==> src/rtl/rcss_consts.svh <==
`ifndef RCSS_CONSTS_SVH
`define RCSS_CONSTS_SVH

// register offsets (byte addresses, one word each)
`define RCSS_ADDR_SRC       8'h00
`define RCSS_ADDR_ASSIGN0   8'h04
`define RCSS_ADDR_STATUS    8'h20
`define RCSS_NUM_TERMINALS  7

// status field positions
`define RCSS_STAT_LOCAL     0
`define RCSS_STAT_RUN       1
`define RCSS_STAT_REV       2
`define RCSS_STAT_SEL_IN    3

// reset values
`define RCSS_RST_SRC        2'h0
`define RCSS_RST_ASSIGN     8'h00
`define RCSS_RST_ASSIGN_T5  8'h23
`define RCSS_TERM_T5_INDEX  4

// terminal function code of the remote/local select
`define RCSS_CODE_MODE_SEL  8'h23

// toggle key hold time
`define RCSS_CLK_HZ         40000000
`define RCSS_HOLD_TIME_MS   1000
`define RCSS_HOLD_CYCLES    (`RCSS_HOLD_TIME_MS * (`RCSS_CLK_HZ / 1000))

`endif

==> src/rtl/rcss_pkg.sv <==
package rcss_pkg;

    typedef enum logic [1:0] {
        RCSS_SRC_KEY_TERM_DIR = 2'b00,
        RCSS_SRC_TERMINAL     = 2'b01,
        RCSS_SRC_KEY_FWD      = 2'b10,
        RCSS_SRC_KEY_REV      = 2'b11
    } rcss_src_t;

    typedef enum logic {
        RCSS_MODE_REMOTE = 1'b0,
        RCSS_MODE_LOCAL  = 1'b1
    } rcss_mode_t;

endpackage : rcss_pkg

==> src/rtl/rcss_term_map.sv <==
`timescale 1ns/10ps
`include "rcss_consts.svh"

module rcss_term_map #(
    parameter int N = 7
) (
    input  wire logic [N-1:0]      i_terminal,   // general input terminal levels
    input  wire logic [N-1:0][7:0] i_assign,     // function code of each terminal
    output logic                   o_mode_select // remote/local select level
);
    always_comb begin
        o_mode_select = 1'b0;
        for (int k = 0; k < N; k++) begin
            if (i_assign[k] == `RCSS_CODE_MODE_SEL && i_terminal[k]) begin
                o_mode_select = 1'b1;
            end
        end
    end
endmodule : rcss_term_map

==> src/rtl/rcss_key_hold.sv <==
`timescale 1ns/10ps

module rcss_key_hold #(
    parameter int CYCLES = 40000000
) (
    input  wire logic i_sys_clk,  // system clock
    input  wire logic i_reset,    // synchronous reset, active high
    input  wire logic i_key,      // key level, high while held
    output logic      o_fire      // one pulse per hold of CYCLES cycles
);
    localparam int CW = $clog2(CYCLES + 1);

    generate
        if (CYCLES < 1) begin : g_bad_cycles
            $error("rcss_key_hold: CYCLES must be at least 1");
        end
    endgenerate

    typedef struct packed {
        logic [CW-1:0] cnt;
    } rcss_hold_t;

    rcss_hold_t st_ff;
    rcss_hold_t nxt_st;

    // fires on the cycle the hold reaches CYCLES, once per press
    assign o_fire = i_key && (st_ff.cnt == CW'(CYCLES - 1));

    always_comb begin
        nxt_st = st_ff;
        if (!i_key) begin
            nxt_st.cnt = '0;
        end else if (st_ff.cnt != CW'(CYCLES)) begin
            nxt_st.cnt = st_ff.cnt + CW'(1);
        end
    end

    always_ff @(posedge i_sys_clk) begin
        if (i_reset) begin
            st_ff <= '0;
        end else begin
            st_ff <= nxt_st;
        end
    end
endmodule : rcss_key_hold

==> src/rtl/rcss_top.sv <==
`timescale 1ns/10ps
`include "rcss_consts.svh"

module rcss_top
    import rcss_pkg::*;
#(
    parameter int FW          = 16,                 // frequency word width
    parameter int HOLD_CYCLES = `RCSS_HOLD_CYCLES   // toggle key hold count
) (
    input  wire logic          i_sys_clk,                // system clock, 40 MHz
    input  wire logic          i_reset,                  // synchronous reset, active high
    input  wire logic [7:0]    i_addr,                   // register byte address
    input  wire logic [31:0]   i_wdata,                  // register write data
    input  wire logic          i_wr,                     // register write strobe
    input  wire logic          i_rd,                     // register read strobe
    output logic      [31:0]   o_rdata,                  // read data, cycle after i_rd
    input  wire logic [6:0]    i_general_input_terminal, // five general plus two extra
    input  wire logic          i_forward_run_input,      // forward terminal command
    input  wire logic          i_reverse_run_input,      // reverse terminal command
    input  wire logic          i_run_cmd2_select,        // run command 2/1 select
    input  wire logic          i_link_operation,         // link operation select
    input  wire logic          i_link_run_fwd,           // link forward run command
    input  wire logic          i_link_run_rev,           // link reverse run command
    input  wire logic [FW-1:0] i_remote_freq,            // frequency from remote source
    input  wire logic          i_keypad_run_press,       // keypad run key pulse
    input  wire logic          i_keypad_stop_press,      // keypad stop key pulse
    input  wire logic          i_keypad_freq_wr,         // keypad frequency update pulse
    input  wire logic [FW-1:0] i_keypad_freq,            // keypad frequency value
    input  wire logic          i_opt_fwd_key,            // optional keypad forward pulse
    input  wire logic          i_opt_rev_key,            // optional keypad reverse pulse
    input  wire logic          i_opt_toggle_key,         // optional keypad toggle level
    output logic               o_run_cmd,                // motor run command
    output logic               o_run_reverse,            // direction, high for reverse
    output logic      [FW-1:0] o_freq_cmd,               // frequency command in use
    output logic               o_remote_mode_indicator,  // lit in remote mode
    output logic               o_local_mode_indicator    // lit in local mode
);
    localparam int NT = `RCSS_NUM_TERMINALS;

    generate
        if (FW < 1 || FW > 32) begin : g_bad_fw
            $error("rcss_top: FW must be 1 to 32");
        end
        if (HOLD_CYCLES < 1) begin : g_bad_hold
            $error("rcss_top: HOLD_CYCLES must be at least 1");
        end
    endgenerate

    typedef struct packed {
        rcss_mode_t          mode;
        logic                sel_prev;
        logic                run;
        logic                reverse_run_input;
        logic [FW-1:0]       freq_local;
        logic [FW-1:0]       freq_out;
        rcss_src_t           src;
        logic [NT-1:0][7:0]  assign_code;
        logic [31:0]         rdata;
    } rcss_state_t;

    rcss_state_t st_ff;
    rcss_state_t nxt_st;

    logic sel_in;
    logic toggle_fire;

    // start decision for a keypad run press: bit 1 allowed, bit 0 reverse
    function automatic logic [1:0] key_start(input rcss_src_t src,
                                             input logic fwd_in,
                                             input logic rev_in);
        logic [1:0] r;
        r = 2'b00;
        unique case (src)
            RCSS_SRC_KEY_FWD: r = 2'b10;
            RCSS_SRC_KEY_REV: r = 2'b11;
            RCSS_SRC_KEY_TERM_DIR,
            RCSS_SRC_TERMINAL: r = {fwd_in ^ rev_in, rev_in};
        endcase
        return r;
    endfunction : key_start

    function automatic logic [7:0] word_index(input logic [7:0] a);
        return {2'b00, a[7:2]};
    endfunction : word_index

    rcss_term_map #(
        .N (NT)
    ) u_term_map (
        .i_terminal    (i_general_input_terminal),
        .i_assign      (st_ff.assign_code),
        .o_mode_select (sel_in)
    );

    rcss_key_hold #(
        .CYCLES (HOLD_CYCLES)
    ) u_toggle_hold (
        .i_sys_clk (i_sys_clk),
        .i_reset   (i_reset),
        .i_key     (i_opt_toggle_key),
        .o_fire    (toggle_fire)
    );

    logic       sel_rise;
    logic       sel_fall;
    logic       enter_local;
    logic [1:0] start;

    assign sel_rise    = sel_in && !st_ff.sel_prev;
    assign sel_fall    = !sel_in && st_ff.sel_prev;
    assign enter_local = (nxt_st.mode == RCSS_MODE_LOCAL) && (st_ff.mode == RCSS_MODE_REMOTE);
    assign start       = key_start(st_ff.src, i_forward_run_input, i_reverse_run_input);

    always_comb begin
        nxt_st          = st_ff;
        nxt_st.sel_prev = sel_in;
        nxt_st.rdata    = 32'h0;

        // mode selection
        if (sel_rise) begin
            nxt_st.mode = RCSS_MODE_LOCAL;
        end else if (sel_fall) begin
            nxt_st.mode = RCSS_MODE_REMOTE;
        end else if (toggle_fire && !sel_in) begin
            nxt_st.mode = (st_ff.mode == RCSS_MODE_LOCAL) ? RCSS_MODE_REMOTE
                                                          : RCSS_MODE_LOCAL;
        end

        if (nxt_st.mode == RCSS_MODE_LOCAL && st_ff.mode == RCSS_MODE_REMOTE) begin
            // changeover: inherit frequency, carry the run over unless it conflicts
            nxt_st.freq_local = i_remote_freq;
            if (st_ff.run) begin
                if ((st_ff.src == RCSS_SRC_KEY_FWD && st_ff.reverse_run_input) ||
                    (st_ff.src == RCSS_SRC_KEY_REV && !st_ff.reverse_run_input)) begin
                    nxt_st.run = 1'b0;
                end else begin
                    nxt_st.run = 1'b1;
                end
            end
        end else if (nxt_st.mode != st_ff.mode) begin
            nxt_st.run = st_ff.run;
        end else if (st_ff.mode == RCSS_MODE_LOCAL) begin
            // keypad only, run command 2 select and link ignored
            if (i_keypad_freq_wr) begin
                nxt_st.freq_local = i_keypad_freq;
            end
            if (i_keypad_stop_press) begin
                nxt_st.run = 1'b0;
            end else if (i_keypad_run_press) begin
                if (start[1]) begin
                    nxt_st.run = 1'b1;
                    nxt_st.reverse_run_input = start[0];
                end
            end else if (i_opt_fwd_key && st_ff.src != RCSS_SRC_KEY_REV) begin
                nxt_st.run = 1'b1;
                nxt_st.reverse_run_input = 1'b0;
            end else if (i_opt_rev_key && st_ff.src != RCSS_SRC_KEY_FWD) begin
                nxt_st.run = 1'b1;
                nxt_st.reverse_run_input = 1'b1;
            end
        end else if (i_link_operation) begin
            nxt_st.run = i_link_run_fwd ^ i_link_run_rev;
            nxt_st.reverse_run_input = i_link_run_rev;
        end else if (i_run_cmd2_select || st_ff.src == RCSS_SRC_TERMINAL) begin
            nxt_st.run = i_forward_run_input ^ i_reverse_run_input;
            nxt_st.reverse_run_input = i_reverse_run_input;
        end else begin
            if (i_keypad_stop_press) begin
                nxt_st.run = 1'b0;
            end else if (i_keypad_run_press && start[1]) begin
                nxt_st.run = 1'b1;
                nxt_st.reverse_run_input = start[0];
            end
        end

        nxt_st.freq_out = (nxt_st.mode == RCSS_MODE_LOCAL) ? nxt_st.freq_local
                                                           : i_remote_freq;

        // register port
        if (i_wr) begin
            if (i_addr == `RCSS_ADDR_SRC) begin
                nxt_st.src = rcss_src_t'(i_wdata[1:0]);
            end
            for (int k = 0; k < NT; k++) begin
                if (i_addr == (`RCSS_ADDR_ASSIGN0 + 8'(4 * k))) begin
                    nxt_st.assign_code[k] = i_wdata[7:0];
                end
            end
        end
        if (i_rd) begin
            if (i_addr == `RCSS_ADDR_SRC) begin
                nxt_st.rdata = {30'h0, st_ff.src};
            end else if (i_addr == `RCSS_ADDR_STATUS) begin
                nxt_st.rdata[`RCSS_STAT_LOCAL]  = (st_ff.mode == RCSS_MODE_LOCAL);
                nxt_st.rdata[`RCSS_STAT_RUN]    = st_ff.run;
                nxt_st.rdata[`RCSS_STAT_REV]    = st_ff.reverse_run_input;
                nxt_st.rdata[`RCSS_STAT_SEL_IN] = sel_in;
            end else if (i_addr[1:0] == 2'h0 && i_addr >= `RCSS_ADDR_ASSIGN0 &&
                         i_addr < `RCSS_ADDR_STATUS) begin
                nxt_st.rdata = {24'h0, st_ff.assign_code[word_index(i_addr) - 8'h01]};
            end
        end
    end

    always_ff @(posedge i_sys_clk) begin
        if (i_reset) begin
            st_ff      <= '0;
            st_ff.mode <= RCSS_MODE_REMOTE;
            st_ff.src  <= rcss_src_t'(`RCSS_RST_SRC);
            for (int k = 0; k < NT; k++) begin
                st_ff.assign_code[k] <= `RCSS_RST_ASSIGN;
            end
            st_ff.assign_code[`RCSS_TERM_T5_INDEX] <= `RCSS_RST_ASSIGN_T5;
        end else begin
            st_ff <= nxt_st;
        end
    end

    assign o_rdata                 = st_ff.rdata;
    assign o_run_cmd               = st_ff.run;
    assign o_run_reverse           = st_ff.reverse_run_input;
    assign o_freq_cmd              = st_ff.freq_out;
    assign o_remote_mode_indicator = (st_ff.mode == RCSS_MODE_REMOTE);
    assign o_local_mode_indicator  = (st_ff.mode == RCSS_MODE_LOCAL);

    // checks
    logic is_local;
    logic stay_local;
    logic quiet;
    assign is_local   = (st_ff.mode == RCSS_MODE_LOCAL);
    assign stay_local = is_local && (nxt_st.mode == RCSS_MODE_LOCAL);
    assign quiet      = !sel_rise && !sel_fall && !toggle_fire;
endmodule : rcss_top

==> config.mk <==
export PLATFORM = sky130hd
export DESIGN_NAME = rcss_top
export DESIGN_NICKNAME = d
export VERILOG_FILES = /design/src/rtl/rcss_pkg.sv /design/src/rtl/rcss_term_map.sv /design/src/rtl/rcss_key_hold.sv /design/src/rtl/rcss_top.sv
export VERILOG_INCLUDE_DIRS = /design/src /design/src/rtl
export SDC_FILE = /design/constraint.sdc
export NUM_CORES = 1
export LEC_CHECK = 0
export BUFFER_PORTS_ARGS = -buffer_cell sky130_fd_sc_hd__buf_2
export CORE_MARGIN = 3
export CORE_UTILIZATION = 45
export CTS_CLUSTER_SIZE = 8
export DETAILED_ROUTE_END_ITERATION = 8
export GPL_ROUTABILITY_DRIVEN = 0
export MAX_ROUTING_LAYER = met4
export PLACE_DENSITY_LB_ADDON = 0.3
export SYNTH_ARGS = -nofsm -noshare
export SYNTH_HDL_FRONTEND = slang
export SYNTH_SLANG_ARGS = --single-unit
==> constraint.sdc <==
create_clock -name i_sys_clk -period 12.3 [get_ports i_sys_clk]
set_input_delay 3.69 -clock i_sys_clk [delete_from_list [all_inputs] [get_ports i_sys_clk]]
set_output_delay 3.69 -clock i_sys_clk [all_outputs]
set_load 0.005 [all_outputs]
* Word level (Yosys, flattened, before mapping)
Index checks and enable logic that the tools add are counted.
Word-level totals: bits in registers 152, bits in latches 0, memory bits (writable) 0, ROM bits 0, bits of input ports 95, output and inout port bits 52, logic and storage cells 149, memories kept 0
Cells by class: add/sub/neg operators 2, multipliers 0, div/mod/pow operators 0, magnitude comparators 3, equality and inequality tests 30, shift operators 0, muxes and demuxes 42, bitwise operators 8, reductions and logical operators 45
Operators with widths (count):
- 16-bit two-way mux | 5
- 8-bit by 6-bit equality test with 1-bit output (second input constant) | 8
- 8-bit by 5-bit equality test with 1-bit output (second input constant) | 4
- 26-bit by 1-bit adder with 26-bit output (second input constant) | 1
- 26-bit equality test (second input constant) | 1
- 2-bit two-way mux | 13
- 26-bit inequality test (second input constant) | 1
- 8-bit binary-select mux with 3-bit select | 1
- 1-bit logical AND | 19
- 1-bit two-way mux | 19
- 8-bit by 4-bit equality test with 1-bit output (second input constant) | 2
- 8-bit two-way mux | 2
- 2-bit AND reduction | 8
- 6-bit nonzero test | 2
- 8-bit by 3-bit equality test with 1-bit output (second input constant) | 1
- 8-bit by 3-bit greater-or-equal comparator with 1-bit output (second input constant) | 1
- 8-bit zero test | 1
- 8-bit by 4-bit < comparator with 1-bit output (second input constant) | 1
- 8-bit by 6-bit < comparator with 1-bit output (second input constant) | 1
- 2-bit inequality test (second input constant) | 4
- 7-bit AND reduction | 1
- 6-bit by 1-bit subtractor with 7-bit output (second input constant) | 1
- 6-bit by 2-bit inequality test with 1-bit output (second input constant) | 1
- 6-bit by 3-bit inequality test with 1-bit output (second input constant) | 1
- other kinds (18) | 31

* Longest topological paths before layout
Gate-level depths: netlist of the first run.
depth after elaboration 23, mapped depth 15, mapped depth without buffers 13

* Hierarchy
From an unflattened synthesis of the first run, not the netlist that was laid out.
Second synthesis, totals: cells, all modules 717, area, all modules 6545.0 µm²
Modules (own cells, without submodules):
- rcss_top | instances 1, cells each 537, area each 5028.6 µm², sequential area each 2042.0 µm²
- rcss_key_hold | instances 1, cells each 157, area each 1328.8 µm², sequential area each 520.5 µm²
- rcss_term_map | instances 1, cells each 23, area each 187.7 µm², sequential area each 0.0 µm²

* Worst setup path after synthesis of the first run
OpenSTA, ideal clock, no wires.
path type input port to flip-flop, start input port i_general_input_terminal[2], end register st_ff, in the netlist o_freq_cmd[10], setup time 0.058 ns, data arrival time 6.430 ns, required time 12.242 ns, slack 5.812 ns, stages 14, buffers on the path 4, path through or4bb_1 -> nor4_1 -> nor4_2 -> nand2_1 -> o311a_1 -> buf_6 -> buf_12 -> ha_1 -> and3_1 -> clkbuf_1 -> clkbuf_1 -> a21oi_1 -> a221oi_1 -> mux2_4
RTL lines:
- from (decl) | line rcss_top.sv:17 | input wire logic [6:0] i_general_input_terminal,
- to (signal assigned) | line rcss_top.sv:214 | st_ff <= nxt_st;
- to (decl) | line rcss_top.sv:61 | rcss_state_t st_ff;

* Final worst setup path of the first run
start input port i_general_input_terminal[1], end register st_ff, in the netlist o_run_cmd
Between the ends: longest elaborated chain between the ends 15, elaborated cells on any way between the ends 22, those cells by class eq/ne: 4; mux: 10; reduce/logical: 8
RTL lines:
- 1-bit logical AND * | line rcss_term_map.sv:14 | if (i_assign[k] == `RCSS_CODE_MODE_SEL && i_terminal[k]) begin
- 1-bit two-way mux * (6 in a row) | line rcss_term_map.sv:14
- 1-bit zero test | line rcss_top.sv:109, rcss_top.sv:123
- 1-bit logical AND | line rcss_top.sv:123 | end else if (toggle_fire && !sel_in) begin
- 1-bit two-way mux | line rcss_top.sv:123
- 1-bit two-way mux | line rcss_top.sv:121 | end else if (sel_fall) begin
- 1-bit two-way mux * | line rcss_top.sv:119 | if (sel_rise) begin
- 1-bit logical AND or 1-bit inequality test (tied branches) | line rcss_top.sv:128, rcss_top.sv:139
- 6-bit by 3-bit inequality test with 1-bit output (no source line) (tied with other cells)
- 4-bit AND reduction (no source line)
Mark *: on every way between the ends. The rest lies on a longest branch, timed or not. A chain may end at the register's enable or synchronous reset.

==> flow_summary.ini, run 1 <==
[outcome]
outcome = finished clean

[placed_design]
port_buffers = 98
dp.cells = 931
place_hpwl_um = 11000
dpl-instance-area_um2 = 6790

[logic_synthesis]
async_reset_ff_share_pct = 0
synthDistinctLibCells = 53
synth_flop_cell = dfxtp_1
netlist_instances = 712
synth_edf_count = 0
avgSynthCellArea_um2 = 9.19
synth_seq_cells = 128
yosys_warnings = 0
seq_area_frac_synth_pct = 39.2
syn_area_um2 = 6540

[floorplan]
core_region_area_um2 = 14000
rows = 43
die-width_um = 127
start_util_pct = 46.6
die_h_um = 127
boundaryPins = 147
die_area_um2 = 16000

[critical_path]
critPathMaxFanout = 36
worstSetupPathType = in -> reg
critPathCaptureType = flip-flop
cp-start-kind = input pin
crit_start = i_general_input_terminal[1]
critical_path_arrival_ps = 7590
r2r_start = st_ff[44]
required_ps = 12610

[clocking]
post_cts_buffers = 0
cts_root_buffer = clkbuf_16
clk_pin_slew_ps = 60
hold_buffers = 0
cts_tree = yes
cts_buffers = 17
cts_sinks = 128
htreeDepth = 4
cts_buffer_depth = 2
cts_resized = 0
clk_latency_ps = 420

[power]
pwr-share-clk_pct = 50.0
leakage_nw = 3.22
p_switching_w = 0.000251
swShare_pct = 23.4
peakVddDrop_uv = 120
power_frac_seq_pct = 40.6
power_frac_comb_pct = 9.4
p_int_w = 0.000824
power.density_nw_per_um2 = 145

[global_route]
grt_pass1_vias = 5183
grt_max_degree = 94
grt_pass1_wl_um = 25200
antenna_found_initial = 0
grt_overflow = 0
grt_usage_pct = 20.1

[timing]
report.final.slew_viol_count = 0
fin_crit_ps = 7270
worstMarginPinSlew_ps = 1210
hold_viol = 0
rsz0062_at_grt = false
fmax_mhz = 138
fin_skew_ps = 7.44
setup_tns_ps = 0
setup_viol = 0
fin_crit_sh_pct = 59.1
slew_headroom_pct = 19.1

[final_layout]
final_common_cell = dfxtp_1
fin_cells = 963
area_growth_pct = 13.5
final_design_area_no_fill_um2 = 7430
antennaDiodeCount = 0
final_core_util_pct = 52.9
layout_common_cells = dfxtp_1, nor2_1, buf_2, mux2i_1, nand2_1
nets = 874
drive_above_1_share_pct = 23.1

[drt]
drtIter0Drc = 411
drt_first_pass_iters = 4
wl_um = 15500
dr_wl_met3_um = 992
top_layer = met4
met1_length_um = 6850
wl_per_cell_um = 16.1
avgViaCountPerCell = 5.36
num_vias = 5163
ant_nets = 0
wl_met2_um = 7380
drcViolationCount = 0

[flow_run]
cap_violations = 0

[hold_path]
hp-class = reg -> reg
hp-start = st_ff[107]
power by group through the flow:
stage          logic (W)  registers (W)  clock network, W
2_1_floorplan  0.0000828       0.000443                 0
3_3_place_gp   0.0000971       0.000445                 0
3_5_place_dp    0.000100       0.000445                 0
4_1_cts         0.000101       0.000436          0.000546
5_1_grt         0.000113       0.000438          0.000564
6_report        0.000101       0.000436          0.000537
final cells by class:
type                            count  area (um^2)
Multi-Input combinational cell    490         3370
Clock buffer                       19          453
Timing Repair Buffer              100          505
Clock inverter                     13          185
Fill cell                        1280         6620
Inverter                           33          124
Tap cell                          180          225
Sequential cell                   128         2560
through the flow:
| step | total power [W] | hold slack [ps] | setup slack, ps |
|---|---|---|---|
| 6_report | 0.00107 | 474 | 5030 |
| 5_1_grt | 0.00111 | 494 | 4740 |
| 4_1_cts | 0.00108 | 477 | 5110 |
| 3_5_place_dp | 0.000546 | 469 | 4670 |
| 3_3_place_gp | 0.000542 | 455 | 4700 |
| 2_1_floorplan | 0.000525 | 439 | 5810 |
kinds of logic after synthesis:
kind of cell / Yosys count / share of synthesized area [%]
and+or+nand+nor: 258 / 19.9
DFF: 128 / 39.2
buffers and inverters: 117 / 10.6
muxes: 95 / 16.9
AOI/OAI and AO/OA: 77 / 7.90
xor gates and xnor gates: 27 / 3.73
adders and majority gates: 9 / 1.72
other: 1 / 0.0573
state kept, by name (all words and copies together) (netlist names):
register	flops
o_freq_cmd	16
u_toggle_hold.st_ff	26
o_rdata	8
o_local_mode_indicator	1
st_ff	75
o_run_reverse	1
o_run_cmd	1
cell usage after synthesis, drive strengths merged (13+ instances only):
cell type / number / area [um^2]
mux2i: 64 / 641
nand3: 19 / 95.1
inv: 33 / 124
a221oi: 18 / 158
nor3: 13 / 65.1
xor2: 14 / 130
clkbuf: 27 / 141
xnor2: 13 / 114
nor2: 108 / 405
a21oi: 30 / 150
dfxtp: 128 / 2560
buf: 57 / 430
mux2: 23 / 285
nor2b: 14 / 87.6
nand2: 46 / 173
worst paths after layout:
check	endpoint	slack [ps]	cells past startpoint
max	o_run_cmd	5030	14
min	st_ff[107]	470	2
max reg2reg	o_run_cmd	8020	13
min reg2reg	st_ff[107]	470	2
routing by layer:
| metal | GRT usage [%] | vias to the layer above |
|---|---|---|
| met2 | 32.8 | 166 |
| met1 | 24.4 | 2460 |
| li1 | - | 2515 |
| met3 | 5.01 | 22 |
| met5 | - | - |
| met4 | 6.62 | 0 |
critical path, stage by stage:
cell and delay [ps]:
buf_2 70, or4bb_1 490, nor4_1 450, nor3_1 190, nand2_1 140, o311a_1 170
buf_4 300, ha_1 1030, nand3b_1 240, o41ai_1 90, a32o_1 220, a21oi_1 180
nand2_1 70, a32o_1 250
Power figures use the tool's default switching activity.
==> run 2, diff against run 1 <==
ABC_AREA = 1   (was default)
clock period = 6.4 ns   (was 12.3 ns; I/O delays follow)
==> run 2 against run 1 <==
  * Sequential share of layout area shrank 0.36 points
  * Highest routed layer unchanged
  * Die area is 0.47% higher
  * Largest power group unchanged
  * Total power rose by 92%
  * Clock-buffer cell count is 1 higher
  * Worst setup slack got worse by 3100 ps
==> flow_summary.ini, run 2 <==
[final_layout]
regMostFlops = st_ff
nets = 1115
area_growth_pct = 14.1
drive_above_1_share_pct = 15.4
largest_reg_flops = 75
antennaDiodeCount = 0
fillers = 1382
layout_common_cells = nor2_1, nand2_1, dfxtp_1, o21ai_0, a21oi_1
final_common_cell = nor2_1

[logic_synthesis]
yosys_warnings = 0
synthDistinctLibCells = 40
synth_common_cells = nor2_1, nand2_1, dfxtp_1, o21ai_0, a21oi_1
synth_edf_count = 0
syn_area_um2 = 6580
seq_area_frac_synth_pct = 39.0
synth_top_area_share_pct = 39.0
synth_seq_cells = 128
netlist_instances = 947
synth_flop_cell = dfxtp_1
avgSynthCellArea_um2 = 6.94
yosys-top-cells-area = dfxtp_1, nor2_1, o21ai_0
yosys.area.top_type = dfxtp_1
synth.most_common_cell = nor2_1
async_reset_ff_share_pct = 0

[drt]
ant_nets = 0
wl_um = 15900
wl_per_cell_um = 13.2
drtIter0Drc = 464
drcViolationCount = 0
num_vias = 6020
avgViaCountPerCell = 5.00
drt_first_pass_iters = 5

[critical_path]
path_common_cell = nor2_1
crit_start = i_general_input_terminal[3]
critPathBufInv = 1
timing.rr.end = o_freq_cmd[8]
r2r_slack_ps = 3080
max_stage_delay_ps = 460
worst_path_max_delay_cell = nand3_2
critPathMaxFanout = 30
crit_family = simple AND/OR/NAND/NOR gates
cp-start-kind = input pin
required_ps = 6710
critPathCaptureType = flip-flop
worstSetupPathType = in -> reg
r2r_cells = 17
path_cells = buf_2 > nand2_1 > nor2_1 > nand3_1 > nand2_1 > nor2_1 > nand3_1 > nand2_2 > nand2_4 > ha_1 > nand3_2 > mux2i_1 > nor2_1 > a21oi_1 > a21boi_0 > nor2_1
critical_path_depth = 16
r2r_start = u_toggle_hold.st_ff[0]
critical_path_arrival_ps = 4750

[clocking]
clk_pin_slew_ps = 60
cts_buffer_depth = 2
cts_tree = yes
clk_latency_ps = 420
hold_buffers = 0
cts_root_buffer = clkbuf_16
cts_sinks = 128
cts_resized = 0
post_cts_buffers = 0
htreeDepth = 4
cts_buffers = 17

[power]
pwr-share-clk_pct = 48.5
p_switching_w = 0.000493
peakVddDrop_uv = 188
power_frac_seq_pct = 40.7
swShare_pct = 24.0
power_frac_comb_pct = 10.8
power.density_nw_per_um2 = 274
power_w = 0.00206
leakage_nw = 3.36
p_int_w = 0.00156

[global_route]
grt_pass1_vias = 5582
grt_overflow = 0
grt_pass1_wl_um = 26300
antenna_found_initial = 0
grt_usage_pct = 20.6
grt_max_degree = 65

[floorplan]
start_util_pct = 46.6
core_region_area_um2 = 14100
rows = 43
die_h_um = 127
die-width_um = 127
die_area_um2 = 16100
boundaryPins = 147

[timing]
report.final.slew_viol_count = 0
setup_tns_ps = 0
worstMarginPinSlew_ps = 853
rsz0062_at_grt = false
fin_skew_ps = 10.0
slew_headroom_pct = 43.0
fin_crit_ps = 4440
fmax_mhz = 225
hold_viol = 0
fin_crit_sh_pct = 69.4
setup_viol = 0

[hold_path]
hold_depth = 2
whs_endpoint = st_ff[43]
hp-class = reg -> reg
hp-start = st_ff[43]

[placed_design]
place_hpwl_um = 11300
port_buffers = 98

[outcome]
outcome = finished clean

[flow_run]
cap_violations = 0
[run 2: cell types whose count changed after synthesis, sizes merged, moves of 12 or more]
cell | previous run | this run
a21oi | 30 | 102
a221oi | 18 | 0
inv | 33 | 90
mux2 | 23 | 0
mux2i | 64 | 17
nand2 | 46 | 142
nor2 | 108 | 179
nor2b | 14 | 0
o21ai | 11 | 107
xnor2 | 13 | 1
[run 2: worst min-delay path, cell delays in order, from the launching register on]
cell and delay (ps):
dfxtp_1 300, inv_1 60, a21oi_1 60
[run 2: power groups by stage]
stage,clock [W],sequential (W),combinational [W]
after floorplan,0,0.000851,0.000180
after global placement,0,0.000854,0.000219
after detailed placement,0,0.000855,0.000220
after CTS,0.00101,0.000838,0.000222
after global routing,0.00105,0.000840,0.000255
final,0.000998,0.000838,0.000222
[run 2: area by class of cell]
type | instances | area (um^2) | share of cell area (%)
Clock buffer | 20 | 447 | 5.95
Clock inverter | 11 | 164 | 2.18
Inverter | 92 | 345 | 4.60
Multi-Input combinational cell | 670 | 3240 | 43.2
Sequential cell | 128 | 2560 | 34.2
Tap cell | 180 | 225 | 3.00
Timing Repair Buffer | 102 | 520 | 6.94
[run 2: layer usage]
metal  wire (um)  vias to the layer above  track usage, %  part of all wire (%)
met5           0                        -               -                     0
met4         268                        0            6.75                   1.7
met3         979                       22            4.80                   6.2
met2        7250                      175            31.8                    46
met1        7370                     2669            26.7                    46
li1            -                     3154               -                     -
[run 2: cells by family after synthesis]
| family | count (synthesis) | synth area share [%] |
|---|---|---|
| multiplexers | 17 | 2.59 |
| XOR/XNOR | 4 | 0.533 |
| AO/OA/AOI/OAI | 231 | 18.4 |
| AND/OR/NAND/NOR | 385 | 24.7 |
| other | 1 | 0.0570 |
| flip-flops | 128 | 39.0 |
| buffers and inverters | 172 | 13.1 |
| adder cells (fa/ha/maj) | 9 | 1.71 |
[run 2: how the worst max path moves through the flow]
stage | slack (ps) | end
final | 1960 | o_freq_cmd[8]
after detailed placement | 1530 | o_freq_cmd[15]
after global placement | 1590 | o_freq_cmd[15]
after global routing | 1660 | o_freq_cmd[8]
after CTS | 1960 | o_freq_cmd[8]
after floorplan | 2280 | o_freq_cmd[10]
[run 2: stage by stage]
stage | utilization, % | std cells | instance area [um^2] | hold WS (ps) | setup slack, ps
6_report | 53.2 | 1203 | 7500 | 471 | 1960
5_1_grt | 53.2 | 1203 | 7500 | 499 | 1660
4_1_cts | 53.2 | 1203 | 7500 | 469 | 1960
3_5_place_dp | 48.9 | 1172 | 6890 | 461 | 1530
3_3_place_gp | 48.9 | 1172 | 6890 | 457 | 1590
2_1_floorplan | - | 970 | 6660 | 439 | 2280
